==> src/ilc_defines.vh <==
`ifndef ILC_DEFINES_VH
`define ILC_DEFINES_VH

// Register byte offsets
`define ILC_OFF_CTRL 8'h00
`define ILC_OFF_FUNC 8'h04
`define ILC_OFF_BEHAV 8'h08
`define ILC_OFF_STAT 8'h0c

// Control register fields
`define ILC_CTRL_LEGACY 0
`define ILC_CTRL_ISO 1
`define ILC_CTRL_PDN 2
`define ILC_CTRL_RST 3'h1

// Function select fields and reset value
`define ILC_FUNC_A_LSB 0
`define ILC_FUNC_B_LSB 4
`define ILC_FUNC_RST 8'h00

// Behaviour register fields
`define ILC_BEH_CDIS_LSB 0
`define ILC_BEH_STR_LSB 2
`define ILC_BEH_RATE_A_LSB 4
`define ILC_BEH_RATE_B_LSB 6
`define ILC_BEH_TXONLY 8
`define ILC_BEH_PULSING 12
`define ILC_BEH_APPLY 15
`define ILC_BEH_RST 16'h0000

// Function codes
`define ILC_FN_LINK_ANY 4'h0
`define ILC_FN_LINK_1000 4'h1
`define ILC_FN_LINK_100 4'h2
`define ILC_FN_LINK_10 4'h3
`define ILC_FN_LINK_100_1000 4'h4
`define ILC_FN_LINK_10_1000 4'h5
`define ILC_FN_LINK_10_100 4'h6
`define ILC_FN_DUPLEX 4'h8
`define ILC_FN_COLLISION 4'h9
`define ILC_FN_ACTIVITY 4'ha
`define ILC_FN_ANEG_FAULT 4'hc
`define ILC_FN_FORCE_OFF 4'he
`define ILC_FN_FORCE_ON 4'hf

// Speed encoding of the status input
`define ILC_SPD_10 2'h0
`define ILC_SPD_100 2'h1
`define ILC_SPD_1000 2'h2

// Timing: core clock, timebase tick, shaping lengths in milliseconds
`define ILC_CLK_HZ 10000000
`define ILC_TICK_US 5000
`define ILC_BLINK_HALF_MS 200
`define ILC_STRETCH_MS 50
`define ILC_PULSE_HZ 5000
`define ILC_PULSE_ON_PCT 20

`endif

==> src/ilc_indicator_ctrl.v <==
// Functional notes
// - Style from legacy select bit and style strap; the strap is latched after reset.
// - Tri-colour style forces both outputs off while port isolate is set.
// - Power-down forces both outputs off in every style.
// - Tri-colour: no link both high; 1000 low b, 100 low a, 10 both.
// - Tri-colour: asserted outputs toggle with activity; both together at 10.
// - Legacy select clear gives enhanced style with per-output four-bit function.
// - Code 0: on with any link, briefly off on activity.
// - Codes 1 to 6: like code 0, link qualified by speed set.
// - Code 8: on for full duplex; half duplex collisions turn it on.
// - Code 9: off, turned on by shaped collision events.
// - Code 10: shaped activity; transmit only when activity select bit set.
// - Code 12 shows auto-negotiation fault; 7, 11, 13 reserved and off.
// - Code 14 forces off, code 15 forces on.
// - Combine-disable bit per output, taken on a write with the apply bit, shows primary only, hides activity.
// - Stretch enable bit per output picks blink or pulse stretch.
// - Blink is 50 percent duty; single event shows half a period.
// - Stretch holds one period; lingers half to one and a half after.
// - Stretch idles at least half a period before a new event.
// - Rate field: blink 2.5/5/10/20 Hz or stretch 50/100/200/400 ms.
// - Pulsing enable modulates asserted outputs at 5 kHz, 20 percent.
// - Both transmit and receive frames count as activity.
`include "ilc_defines.vh"

module ilc_indicator_ctrl #(
  parameter TICK_CYCLES = `ILC_CLK_HZ / 1000000 * `ILC_TICK_US
) (
  input wire pclk,
  input wire presetn,
  input wire psel,
  input wire penable,
  input wire pwrite,
  input wire [7:0] paddr,
  input wire [31:0] pwdata,
  output reg [31:0] prdata,
  output reg pready,
  output reg pslverr,
  input wire link_up,
  input wire [1:0] link_speed,
  input wire full_duplex,
  input wire rx_activity,
  input wire tx_activity,
  input wire collision,
  input wire aneg_fault,
  input wire style_strap,
  output reg indicator_out_a,
  output reg indicator_out_b
);

  // Carrier lengths in core clocks, cut to the counter width on purpose
  localparam integer PULSE_PERIOD_I = `ILC_CLK_HZ / `ILC_PULSE_HZ;
  localparam integer PULSE_ON_I = `ILC_CLK_HZ / `ILC_PULSE_HZ * `ILC_PULSE_ON_PCT / 100;
  localparam [11:0] PULSE_CYCLES = PULSE_PERIOD_I[11:0];
  localparam [11:0] PULSE_ON_CYCLES = PULSE_ON_I[11:0];

  reg [2:0] ctrl_q;
  reg [7:0] func_q;
  reg [15:0] behav_q;
  reg [1:0] cdis_eff_q;
  reg strap_m_q;
  reg strap_s_q;
  reg [1:0] lat_age_q;
  reg strap_lat_q;
  reg [23:0] tick_cnt_q;
  reg tick_q;
  reg [11:0] pulse_cnt_q;
  reg pulse_on_q;

  wire wr_en;
  wire legacy;
  wire [1:0] shaped;
  reg [1:0] ev;
  reg [1:0] on_d;
  reg [1:0] str_en;
  reg [3:0] rate_sel;
  reg [31:0] rd_d;
  reg hit;
  wire [31:0] status_word;
  wire sel_ctrl;
  wire sel_func;
  wire sel_behav;
  wire [1:0] str_cfg;
  wire [3:0] rate_cfg;
  wire pulsing_en;

  // A request is served once pready has been seen high with the strobes
  assign wr_en = psel && penable && pready && pwrite;
  assign legacy = ctrl_q[`ILC_CTRL_LEGACY];

  // Register selects shared by the write path
  assign sel_ctrl = paddr == `ILC_OFF_CTRL;
  assign sel_func = paddr == `ILC_OFF_FUNC;
  assign sel_behav = paddr == `ILC_OFF_BEHAV;

  // Behaviour fields that act at once; combine-disable waits for an apply write
  assign str_cfg = behav_q[`ILC_BEH_STR_LSB +: 2];
  assign rate_cfg = {behav_q[`ILC_BEH_RATE_B_LSB +: 2], behav_q[`ILC_BEH_RATE_A_LSB +: 2]};
  assign pulsing_en = behav_q[`ILC_BEH_PULSING];

  // Live status; the pin bits show the registered levels, not the decode
  assign status_word = {16'h0, aneg_fault, collision, tx_activity, rx_activity,
                        full_duplex, link_speed, link_up, 2'h0,
                        indicator_out_b, indicator_out_a, strap_lat_q, legacy, 2'h0};

  // One wait state: pready and read data rise together, both registered
  // A master that drops psel early simply gets no answer; nothing is left pending
  always @(posedge pclk or negedge presetn) begin
    if (!presetn) begin
      pready <= 1'b0;
      pslverr <= 1'b0;
      prdata <= 32'h00000000;
    end else if (psel && penable && !pready) begin
      pready <= 1'b1;
      pslverr <= !hit;
      prdata <= pwrite ? 32'h00000000 : rd_d;
    end else begin
      pready <= 1'b0;
      pslverr <= 1'b0;
    end
  end

  // Address decode and read mux; unmapped addresses read zero with an error
  always @* begin
    hit = 1'b1;
    rd_d = 32'h00000000;
    case (paddr)
      `ILC_OFF_CTRL: rd_d = {29'h0, ctrl_q};
      `ILC_OFF_FUNC: rd_d = {24'h0, func_q};
      `ILC_OFF_BEHAV: rd_d = {16'h0, behav_q};
      `ILC_OFF_STAT: rd_d = status_word;
      default: hit = 1'b0;
    endcase
  end

  // Software-written registers
  // Writes to the status word or unmapped offsets change nothing
  always @(posedge pclk or negedge presetn) begin
    if (!presetn) begin
      ctrl_q <= `ILC_CTRL_RST;
      func_q <= `ILC_FUNC_RST;
      behav_q <= `ILC_BEH_RST;
      cdis_eff_q <= 2'h0;
    end else if (wr_en) begin
      if (sel_ctrl) begin
        ctrl_q <= pwdata[2:0];
      end
      if (sel_func) begin
        func_q <= pwdata[7:0];
      end
      if (sel_behav) begin
        behav_q <= pwdata[15:0];
        if (pwdata[`ILC_BEH_APPLY]) begin
          cdis_eff_q <= pwdata[`ILC_BEH_CDIS_LSB +: 2];
        end
      end
    end
  end

  // Strap passes two flip-flops, then is caught once, at the third edge after release
  always @(posedge pclk or negedge presetn) begin
    if (!presetn) begin
      strap_m_q <= 1'b0;
      strap_s_q <= 1'b0;
      lat_age_q <= 2'h0;
      strap_lat_q <= 1'b0;
    end else begin
      strap_m_q <= style_strap;
      strap_s_q <= strap_m_q;
      // The second flop holds its reset value until the second edge after release
      if (lat_age_q != 2'h3) begin
        lat_age_q <= lat_age_q + 2'h1;
      end
      if (lat_age_q == 2'h2) begin
        strap_lat_q <= strap_s_q;
      end
    end
  end

  // Shaping timebase prescaler
  // A short tick period in simulation scales every shaping length alike
  always @(posedge pclk or negedge presetn) begin
    if (!presetn) begin
      tick_cnt_q <= 24'h000000;
      tick_q <= 1'b0;
    end else if (tick_cnt_q >= TICK_CYCLES[23:0] - 24'h000001) begin
      tick_cnt_q <= 24'h000000;
      tick_q <= 1'b1;
    end else begin
      tick_cnt_q <= tick_cnt_q + 24'h000001;
      tick_q <= 1'b0;
    end
  end

  // Power-saving modulation carrier
  // Free running, so the carrier phase bears no relation to any event
  always @(posedge pclk or negedge presetn) begin
    if (!presetn) begin
      pulse_cnt_q <= 12'h000;
      pulse_on_q <= 1'b0;
    end else begin
      if (pulse_cnt_q >= PULSE_CYCLES - 12'h001) begin
        pulse_cnt_q <= 12'h000;
      end else begin
        pulse_cnt_q <= pulse_cnt_q + 12'h001;
      end
      pulse_on_q <= pulse_cnt_q < PULSE_ON_CYCLES;
    end
  end

  // Per-output function evaluation
  // Codes that are not link codes never match a link here
  function link_match;
    input [3:0] fn;
    input up;
    input [1:0] spd;
    reg s10;
    reg s100;
    reg s1000;
    begin
      s10 = spd == `ILC_SPD_10;
      s100 = spd == `ILC_SPD_100;
      s1000 = spd == `ILC_SPD_1000;
      case (fn)
        `ILC_FN_LINK_ANY: link_match = up;
        `ILC_FN_LINK_1000: link_match = up && s1000;
        `ILC_FN_LINK_100: link_match = up && s100;
        `ILC_FN_LINK_10: link_match = up && s10;
        `ILC_FN_LINK_100_1000: link_match = up && (s100 || s1000);
        `ILC_FN_LINK_10_1000: link_match = up && (s10 || s1000);
        `ILC_FN_LINK_10_100: link_match = up && (s10 || s100);
        default: link_match = 1'b0;
      endcase
    end
  endfunction

  wire any_act = rx_activity || tx_activity;
  wire link_1000 = link_up && link_speed == `ILC_SPD_1000;
  wire link_100 = link_up && link_speed == `ILC_SPD_100;
  wire link_10 = link_up && link_speed == `ILC_SPD_10;

  // Indication logic, on_d high means the LED is lit
  always @* begin : ind_logic
    integer i;
    reg [3:0] fn;
    reg comb;
    reg lm;
    i = 0;
    on_d = 2'h0;
    ev = 2'h0;
    fn = 4'h0;
    comb = 1'b0;
    lm = 1'b0;
    str_en = str_cfg;
    rate_sel = rate_cfg;
    if (legacy) begin
      // Both outputs share blink settings so they toggle in step
      str_en = 2'h0;
      rate_sel = {2{rate_cfg[1:0]}};
      // Strap high: output b shows the link, output a blinks with traffic
      if (strap_lat_q) begin
        on_d[1] = link_up;
        ev[0] = any_act;
        on_d[0] = shaped[0];
      end else begin
        // Tri-colour: the colour lit for the speed blinks while traffic flows
        ev = {2{any_act && link_up}};
        on_d[1] = (link_1000 || link_10) && !shaped[1];
        on_d[0] = (link_100 || link_10) && !shaped[0];
      end
      if (ctrl_q[`ILC_CTRL_ISO]) begin
        on_d = 2'h0;
      end
    end else begin
      // Enhanced: each output decodes its own four-bit function
      for (i = 0; i < 2; i = i + 1) begin
        fn = func_q[4 * i +: 4];
        comb = !cdis_eff_q[i];
        lm = link_match(fn, link_up, link_speed);
        case (fn)
          `ILC_FN_LINK_ANY, `ILC_FN_LINK_1000, `ILC_FN_LINK_100, `ILC_FN_LINK_10,
          `ILC_FN_LINK_100_1000, `ILC_FN_LINK_10_1000, `ILC_FN_LINK_10_100: begin
            ev[i] = lm && any_act;
            on_d[i] = lm && !(comb && shaped[i]);
          end
          `ILC_FN_DUPLEX: begin
            ev[i] = link_up && !full_duplex && collision;
            on_d[i] = (link_up && full_duplex) || (comb && shaped[i]);
          end
          `ILC_FN_COLLISION: begin
            ev[i] = collision;
            on_d[i] = shaped[i];
          end
          `ILC_FN_ACTIVITY: begin
            ev[i] = behav_q[`ILC_BEH_TXONLY] ? tx_activity : any_act;
            on_d[i] = shaped[i];
          end
          `ILC_FN_ANEG_FAULT: on_d[i] = aneg_fault;
          `ILC_FN_FORCE_OFF: on_d[i] = 1'b0;
          `ILC_FN_FORCE_ON: on_d[i] = 1'b1;
          default: on_d[i] = 1'b0;
        endcase
      end
    end
    if (ctrl_q[`ILC_CTRL_PDN]) begin
      on_d = 2'h0;
    end
    // Pulsing only thins what is still lit after every force-off
    if (pulsing_en) begin
      on_d = on_d & {2{pulse_on_q}};
    end
  end

  // One shaper per output
  genvar g;
  generate
    for (g = 0; g < 2; g = g + 1) begin : gen_shape
      ilc_shaper u_shaper (
        .pclk(pclk),
        .presetn(presetn),
        .tick(tick_q),
        .stretch_en(str_en[g]),
        .rate(rate_sel[2 * g +: 2]),
        .event_in(ev[g]),
        .shaped(shaped[g])
      );
    end
  endgenerate

  // Pins are active low; registering keeps decode glitches off them
  // The cost is one clock of lag between a status change and the pin
  always @(posedge pclk or negedge presetn) begin
    if (!presetn) begin
      indicator_out_a <= 1'b1;
      indicator_out_b <= 1'b1;
    end else begin
      indicator_out_a <= !on_d[0];
      indicator_out_b <= !on_d[1];
    end
  end

endmodule

==> src/ilc_shaper.v <==
`include "ilc_defines.vh"

// Turns event pulses into a blink or pulse-stretch indication
module ilc_shaper (
  input wire pclk,
  input wire presetn,
  input wire tick,
  input wire stretch_en,
  input wire [1:0] rate,
  input wire event_in,
  output reg shaped
);

  localparam ST_IDLE = 2'h0;
  localparam ST_ON = 2'h1;
  localparam ST_HOLD = 2'h2;

  // Lengths in ticks are worked out wide, then cut to the counter width on purpose
  localparam integer BLINK_HALF_I = `ILC_BLINK_HALF_MS / (`ILC_TICK_US / 1000);
  localparam integer STR_FULL_I = `ILC_STRETCH_MS / (`ILC_TICK_US / 1000);
  localparam [7:0] BLINK_HALF = BLINK_HALF_I[7:0];
  localparam [7:0] STR_FULL = STR_FULL_I[7:0];

  reg [1:0] state_q;
  reg [7:0] cnt_q;
  reg seen_q;
  reg [7:0] half_len;
  reg [7:0] on_len;

  // Length of one half period and of the first on phase, in ticks
  always @* begin
    if (stretch_en) begin
      on_len = STR_FULL << rate;
      half_len = (STR_FULL >> 1) << rate;
    end else begin
      half_len = BLINK_HALF >> rate;
      on_len = BLINK_HALF >> rate;
    end
  end

  // Counts in ticks, so a phase may run up to one tick short of its length
  always @(posedge pclk or negedge presetn) begin
    if (!presetn) begin
      state_q <= ST_IDLE;
      cnt_q <= 8'h00;
      seen_q <= 1'b0;
      shaped <= 1'b0;
    end else begin
      case (state_q)
        ST_IDLE: begin
          if (event_in) begin
            state_q <= ST_ON;
            cnt_q <= on_len;
            seen_q <= 1'b0;
            shaped <= 1'b1;
          end
        end
        ST_ON: begin
          if (event_in) begin
            seen_q <= 1'b1;
          end
          if (tick) begin
            if (cnt_q > 8'h01) begin
              cnt_q <= cnt_q - 8'h01;
            end else if (stretch_en && (seen_q || event_in)) begin
              cnt_q <= half_len;
              seen_q <= 1'b0;
            end else begin
              state_q <= ST_HOLD;
              cnt_q <= half_len;
              shaped <= 1'b0;
            end
          end
        end
        ST_HOLD: begin
          // Events wait out the idle half period and are served afterwards
          if (event_in) begin
            seen_q <= 1'b1;
          end
          if (tick) begin
            if (cnt_q > 8'h01) begin
              cnt_q <= cnt_q - 8'h01;
            end else if (seen_q || event_in) begin
              state_q <= ST_ON;
              cnt_q <= on_len;
              seen_q <= 1'b0;
              shaped <= 1'b1;
            end else begin
              state_q <= ST_IDLE;
            end
          end
        end
        default: begin
          state_q <= ST_IDLE;
          shaped <= 1'b0;
        end
      endcase
    end
  end

endmodule

==> config.mk <==
export PLATFORM = sky130hd
export DESIGN_NAME = ilc_indicator_ctrl
export DESIGN_NICKNAME = d
export VERILOG_FILES = /design/src/ilc_indicator_ctrl.v /design/src/ilc_shaper.v
export VERILOG_INCLUDE_DIRS = /design/src
export SDC_FILE = /design/constraint.sdc
export NUM_CORES = 1
export LEC_CHECK = 0
export ABC_CLOCK_PERIOD_IN_PS = 6930
export BUFFER_PORTS_ARGS = -buffer_cell sky130_fd_sc_hd__buf_4
export CAP_MARGIN = 40
export CORE_MARGIN = 2
export CORE_UTILIZATION = 35
export DETAILED_ROUTE_END_ITERATION = 16
export GPL_TIMING_DRIVEN = 0
export SLEW_MARGIN = 25
export SYNTH_ARGS = -nofsm -noshare
export SYNTH_HDL_FRONTEND = slang
export SYNTH_HIERARCHICAL = 1
export SYNTH_SLANG_ARGS = --single-unit
==> constraint.sdc <==
create_clock -name pclk -period 6.93 [get_ports pclk]
set_input_delay 0 -clock pclk [delete_from_list [all_inputs] [get_ports pclk]]
set_output_delay 0 -clock pclk [all_outputs]
set_load 0.02 [all_outputs]
# ---- After elaboration in Yosys (flattened, before gate mapping)
# Cells that the tools add are included.
# Widths: inputs -> output; s select.
dict set report op_classes {
  add_sub_neg 5
  n_mul 0
  div 0
  order_cmp 5
  eq_ne 49
  shifts 6
  n_mux 95
  bitwise_logic 1
  reduce_logical 70
}
# op count
set ops {}
lappend ops {{$mux 8} 16}
lappend ops {{$pmux 16 s4} 1}
lappend ops {{$pmux 8 s3} 2}
lappend ops {{$mux 1} 41}
lappend ops {{$eq 4x4->1 const B} 10}
lappend ops {{$mux 2} 19}
lappend ops {{$mux 32} 1}
lappend ops {{$ne 2x2->1 const B} 13}
lappend ops {{$add 24x1->24 const B} 1}
lappend ops {{$eq 4x3->1 const B} 6}
lappend ops {{$ge 24x16->1 const B} 1}
lappend ops {{$logic_and 1x1->1} 24}
lappend ops {{$mux 24} 1}
lappend ops {{$eq 4x2->1 const B} 4}
lappend ops {{$eq 8x4->1 const B} 2}
lappend ops {{$gt 8x1->1 const B} 2}
lappend ops {{$shl 3x2->8 const A} 2}
lappend ops {{$shl 4x2->8 const A} 2}
lappend ops {{$shr 6x2->8 const A} 2}
lappend ops {{$sub 8x1->8 const B} 2}
lappend ops {{$pmux 1 s7} 2}
lappend ops {{$reduce_and 7->1} 2}
lappend ops {{$reduce_or 7->1} 2}
lappend ops {{$add 12x1->12 const B} 1}
lappend ops {{other kinds (28)} 72}
dict set report word_totals {
  reg_bits 132
  latch_bits 0
  ram_bits 0
  rom_bits 0
  input_bits 54
  out_inout_bits 36
  wordCells 256
  mem_count 0
}

# ---- Logic depth before layout (Yosys ltp)
dict set report logic_depth {
  word_depth 14
  mapped_depth 12
  mapped_depth_nobuf 12
}

# ---- Modules after synthesis
# Netlist, hierarchy kept.
# mod n_inst cells_per_inst area_each_um2 seq_area_each_um2
set modules_own_cells {}
lappend modules_own_cells {ilc_indicator_ctrl 1 428 4534.3 2306.0}
lappend modules_own_cells {{ilc_shaper (gen_shape[1].u_shaper)} 1 138 1107.3 300.3}
lappend modules_own_cells {{ilc_shaper (gen_shape[0].u_shaper)} 1 134 1091.0 300.3}

# ---- Worst setup path after synthesis
# No wires, ideal clock.
dict set report synth_timing {
  kind {reg2reg}
  start {register func_q[5]}
  end {register gen_shape[1].u_shaper.cnt_q[5]}
  setup_ps 65
  arrival_time_ps 2567
  required_ps 6865
  setup_slack_ps 4298
  path_stages_with_launch 11
  n_path_buf 1
  period_less_slack_ps 2632
  path_cell_list {dfrtp_1 -> clkbuf_1 -> nor3b_1 -> a21oi_1 -> nor2_1 -> o41a_1 -> o21ai_1 -> nor2_1 -> a2111o_1 -> a2111oi_1 -> a211o_1}
}
dict set report synth_via {
  elab_chain_len 9
  elab_cells_between_ends 20
  cone_classes {eq/ne (11); mux (4); reduce/logical (5)}
}
# element line
set synth_rtl {}
lappend synth_rtl {{start: declaration} ilc_indicator_ctrl.v:57} ;# reg [7:0] func_q;
lappend synth_rtl {{start signal: assignment} ilc_indicator_ctrl.v:140} ;# func_q <= `ILC_FUNC_RST;
lappend synth_rtl {{start signal: assignment} ilc_indicator_ctrl.v:148} ;# func_q <= pwdata[7:0];
lappend synth_rtl {{$eq 4x3->1, or another cell as far along} {ilc_indicator_ctrl.v:223, ilc_indicator_ctrl.v:279}}
lappend synth_rtl {{$pmux 1 s7} ilc_indicator_ctrl.v:223} ;# case (fn)
lappend synth_rtl {{$mux 1} ilc_indicator_ctrl.v:255} ;# if (legacy) begin
lappend synth_rtl {{$logic_and 1x1->1} ilc_indicator_ctrl.v:282} ;# ev[i] = lm && any_act;
lappend synth_rtl {{$pmux 1 s4 *} ilc_indicator_ctrl.v:279} ;# case (fn)
lappend synth_rtl {{$mux 2 *} ilc_indicator_ctrl.v:255}
lappend synth_rtl {{named net ev[1]} ilc_indicator_ctrl.v:72} ;# reg [1:0] ev;
lappend synth_rtl {{$logic_or 1x1->1} ilc_shaper.v:83} ;# end else if (seen_q || event_in) begin
lappend synth_rtl {{$ne 3x1->1 (no line)} --}
lappend synth_rtl {{$reduce_and 5->1 (no line) *} --}
lappend synth_rtl {{end signal: assignment} ilc_shaper.v:70} ;# cnt_q <= half_len;
lappend synth_rtl {{end signal: assignment} ilc_shaper.v:82} ;# cnt_q <= cnt_q - 8'h01;
lappend synth_rtl {{end signal: assignment} ilc_shaper.v:85} ;# cnt_q <= on_len;
lappend synth_rtl {{end: declaration} ilc_shaper.v:25} ;# reg [7:0] cnt_q;
# The timed path passes the listed nets; every way through them passes the cells marked *. The select of a mux whose other input is x is not followed.
# A chain may end at the register's enable or synchronous reset.

# ---- Worst setup path after layout
dict set report layout_timing {
  start {register ctrl_q[0]}
  end {register gen_shape[1].u_shaper.cnt_q[2]}
}
dict set report layout_via {
  elab_chain_len 7
  elab_cells_between_ends 19
  cone_classes {eq/ne (2); shift (3); mux (12); reduce/logical (2)}
}
# element line
set layout_rtl {}
lappend layout_rtl {{start: declaration} ilc_indicator_ctrl.v:56} ;# reg [2:0] ctrl_q;
lappend layout_rtl {{start signal: assignment} ilc_indicator_ctrl.v:139} ;# ctrl_q <= `ILC_CTRL_RST;
lappend layout_rtl {{start signal: assignment} ilc_indicator_ctrl.v:145} ;# ctrl_q <= pwdata[2:0];
lappend layout_rtl {{$mux 4 *} ilc_indicator_ctrl.v:255}
lappend layout_rtl {{named net rate_sel[2]} ilc_indicator_ctrl.v:75} ;# reg [3:0] rate_sel;
lappend layout_rtl {{$shr 6x2->8 / $shl 4x2->8 (equally long branches)} {ilc_shaper.v:36, ilc_shaper.v:37, ilc_shaper.v:33}}
lappend layout_rtl {{$mux 8} ilc_shaper.v:32} ;# if (stretch_en) begin
lappend layout_rtl {{$mux 8} ilc_shaper.v:83}
lappend layout_rtl {{$mux 8} ilc_shaper.v:81} ;# if (cnt_q > 8'h01) begin
lappend layout_rtl {{$mux 8} ilc_shaper.v:80} ;# if (tick) begin
lappend layout_rtl {{$pmux 8 s3 *} ilc_shaper.v:49} ;# case (state_q)
lappend layout_rtl {{end signal: assignment} ilc_shaper.v:53} ;# cnt_q <= on_len;
lappend layout_rtl {{end signal: assignment} ilc_shaper.v:82}
lappend layout_rtl {{end signal: assignment} ilc_shaper.v:85}
# Marks and branches as above.

==> flow_summary.ini <==
[timing]
holdWs_ns = 0.0558
finalSetupViolCount = 0
worst_pin_slew_ns = 0.793
skew_ns = 0.00883
setup-tns-final_ns = 0
fin_crit_sh_pct = 45.4
rsz0062_at_grt = no
max_freq_ghz = 0.318
hold_viol_final = 0
fin_crit_ns = 3.15
relSlewSlack_pct = 46.4
drv_slew = 0

[worst_setup_path]
crit_path_frequent_cell = clkbuf_1
worstSetupPathType = reg2reg
critPathLaunchType = flop
crit_family = buffers and inverters
worstPathCellList = clkbuf_1 > clkbuf_1 > mux2_2 > clkbuf_1 > inv_1 > ha_1 > nand3_1 > a21oi_1 > a211oi_1 > o21ai_1
crit_slowest_cell = dfstp_2
r2r_slack_ns = 3.78
cp_num_buf_inv = 4
cp_slowest_stage_delay_ns = 0.51
worstSetupEndpointType = flop
cp_data_required_time_ns = 7.21
crit_fanout = 10
critical_path_arrival_ns = 3.43

[die]
rows = 50
coreArea_sq_mm = 0.0188
die_area_sq_mm = 0.0204
die_h_um = 143
pin_count = 90
die_x_um = 143
start_util_pct = 35.9

[clock_network]
clkLatencyLatePin_ns = 0.41
clk_pin_slew_ns = 0.06
cts_tree = built
cts_inserted_buffers = 17
post-cts-setup-buffer-count = 0
cts_root_buf = clkbuf_16
clock_path_buffers = 2
clock-sinks = 116
cts_max_level = 4
cts_resized = 0

[synth]
ys_types = 80
synth-async-reset-ratio_pct = 100
synth_ff_type = dfrtp_1
post-synth-top-area-cell = dfrtp_1
syn_avg_cell_area_sq_um = 9.62
synth_edf_count = 0
yosys-top-cells-area = dfrtp_1, mux2_2, ha_1, o21ai_0, nor2_1
synth-seq-cells = 116
synth_top_area_share_pct = 42.0
synth_cells = 700
seq_area_frac_synth_pct = 43.2
yosys_warnings = 6
syn_area_sq_mm = 0.00673

[drt]
drc = 0
dr.pass1.iters = 5
num_vias = 5519
via_per_inst = 5.11
drt_iter0_markers = 366
avgRoutedWirePerCell_um = 14.7
drtAntennaViolNets = 0
drt-total-wl_um = 15900

[power_and_ir_drop]
pwr-share-clk_pct = 35.1
p_sw_mw = 0.887
p_int_mw = 1.70
total_power_mw = 2.59
vdd_drop_max_mv = 0.237
swShare_pct = 34.3
pwr-share-comb_pct = 33.3
p_leak_nw = 3.79
p_seq_share_pct = 31.6
power_density_mw_per_mm2 = 304

[place]
postPlaceCellArea_sq_mm = 0.00756
dp_hpwl_um = 11000
port_buffers = 55
gp_congestion = 0.917

[run]
drv_cap = 0

[global_routing]
antenna_found_initial = 0
grtUsageTotal_pct = 16.4
globalRoute.totalOverflow = 0
grt_pass1_wl_um = 26700
first_global_vias = 5359
grt_start_max_net_pins = 65

[cells_and_area]
area_growth_syn_to_layout_pct = 26.3
antenna_cells = 0
nFillCells = 1803
drive_gt1_share_pct = 20.6
nNetsFinal = 911
final_util_pct = 45.3
fin_area_sq_mm = 0.00851

[outcome]
status = complete, no violations

[min_path]
hold_path_class = in2reg
## worst paths after layout
kind | startpoint | to | cells after the start
max reg2reg | ctrl_q[0] | gen_shape[1].u_shaper/cnt_q[2] | 10
max | ctrl_q[0] | gen_shape[1].u_shaper/cnt_q[2] | 10
min | paddr[3] | prdata[4] | 3
min in group asynchronous | presetn | gen_shape[1].u_shaper/cnt_q[7] | 2
max in group asynchronous | presetn | pulse_cnt_q[4] | 3
min reg2reg | strap_m_q | strap_s_q | 0
## final cells by class
type                       instances  area (sq um)  share of cell area [%]
multi-input combinational        525          3500                    41.1
sequential                       116          2910                    34.2
timing repair buffer              90           778                    9.15
clock buffer                      23           488                    5.74
buffer                            53           308                    3.62
tap                              234           293                    3.44
clock inverter                     8           124                    1.46
inverter                          30           113                    1.32
## placed cells by master (no fill, tap or decap), types with 6 or more instances in the layout
cell type / count
xnor2_1: 16
nor3b_1: 7
nor2_1: 64
o21ai_0: 55
dlygate4sd3_1: 32
or3_1: 11
xor2_1: 9
conb_1: 25
clkbuf_16: 17
clkbuf_1: 23
buf_2: 10
nor3_1: 19
inv_1: 30
nand3_1: 17
o21ai_1: 7
a31oi_1: 7
nor2b_1: 15
nand2b_1: 6
mux2_2: 32
and3_1: 6
mux2i_1: 13
nand2_1: 51
a22oi_1: 6
o211ai_1: 6
buf_4: 73
nor4_1: 8
ha_1: 24
a21oi_1: 24
dfrtp_1: 113
## cells by family after synthesis
kind of cell	count (synthesis)	synth area share (%)
flops	116	43.2
fa+ha+maj	24	4.46
other cells	1	0.0557
buf+inv	83	6.24
mux	50	8.29
simple gates	235	18.2
compound gates	166	16.3
xor+xnor	25	3.25
## metal layers
layer  up-vias  share of wire [%]  track usage (%)
met3        16                4.5             3.86
li1       2748                  -                -
met4         0                1.2             5.00
met1      2613                 48             22.0
met2       142                 47             26.3
met5         -                  0                0
## tightest hold or removal path, cell delays in order
cell	delay, ns
buf_2	0.19
a22oi_1	0.10
o21ai_0	0.14
## state kept, by name, summed over array words and instances, names as in the netlist
register,flops
gen_shape.u_shaper/cnt_q,16
pready,1
strap_s_q,1
prdata,16
gen_shape.u_shaper/shaped,2
func_q,8
pulse_cnt_q,12
indicator_out_b,1
strap_m_q,1
gen_shape.u_shaper/state_q,4
cdis_eff_q,2
behav_q,16
strap_lat_q,1
ctrl_q,3
tick_cnt_q,24
gen_shape.u_shaper/seen_q,2
pslverr,1
pulse_on_q,1
indicator_out_a,1
tick_q,1
lat_age_q,2
## metrics by stage
step                instances  worst slack [ns]
floorplan                 724              4.30
global placement         1013              3.59
detailed placement       1014              3.67
CTS                      1077              3.63
global route             1079              3.53
finish                   1079              3.78
## power by group through the flow
stage / combinational, mW / sequential, mW / clock, mW
final: 0.861 / 0.818 / 0.907
after global routing: 0.959 / 0.828 / 0.967
after CTS: 0.844 / 0.817 / 0.927
after detailed placement: 0.820 / 0.828 / 0
after global placement: 0.824 / 0.826 / 0
after floorplan: 0.625 / 0.811 / 0
## what timing repair did
action / in CTS / in global routing
endpoints found under the hold margin: 156 / 0
hold buffers: 32 / 0
endpoints found under the setup margin: 0 / 0
## cell usage after synthesis, types with 6 or more instances
cell and n:
a22oi_1 6, dfrtp_1 113, and3_1 6, o21ai_0 55, o21ai_1 7, nand3_1 17
nand2_1 51, mux2_2 32, nor3_1 19, xor2_1 9, nor4_1 8, ha_1 24
clkbuf_1 21, o211ai_1 6, nor2_1 64, mux2i_1 13, xnor2_1 16, inv_1 30
buf_2 9, nand2b_1 6, a21oi_1 24, a31oi_1 7, buf_4 19, nor3b_1 7
nor2b_1 15, or3_1 11
Note: power is estimated with default switching activity, not from simulation.
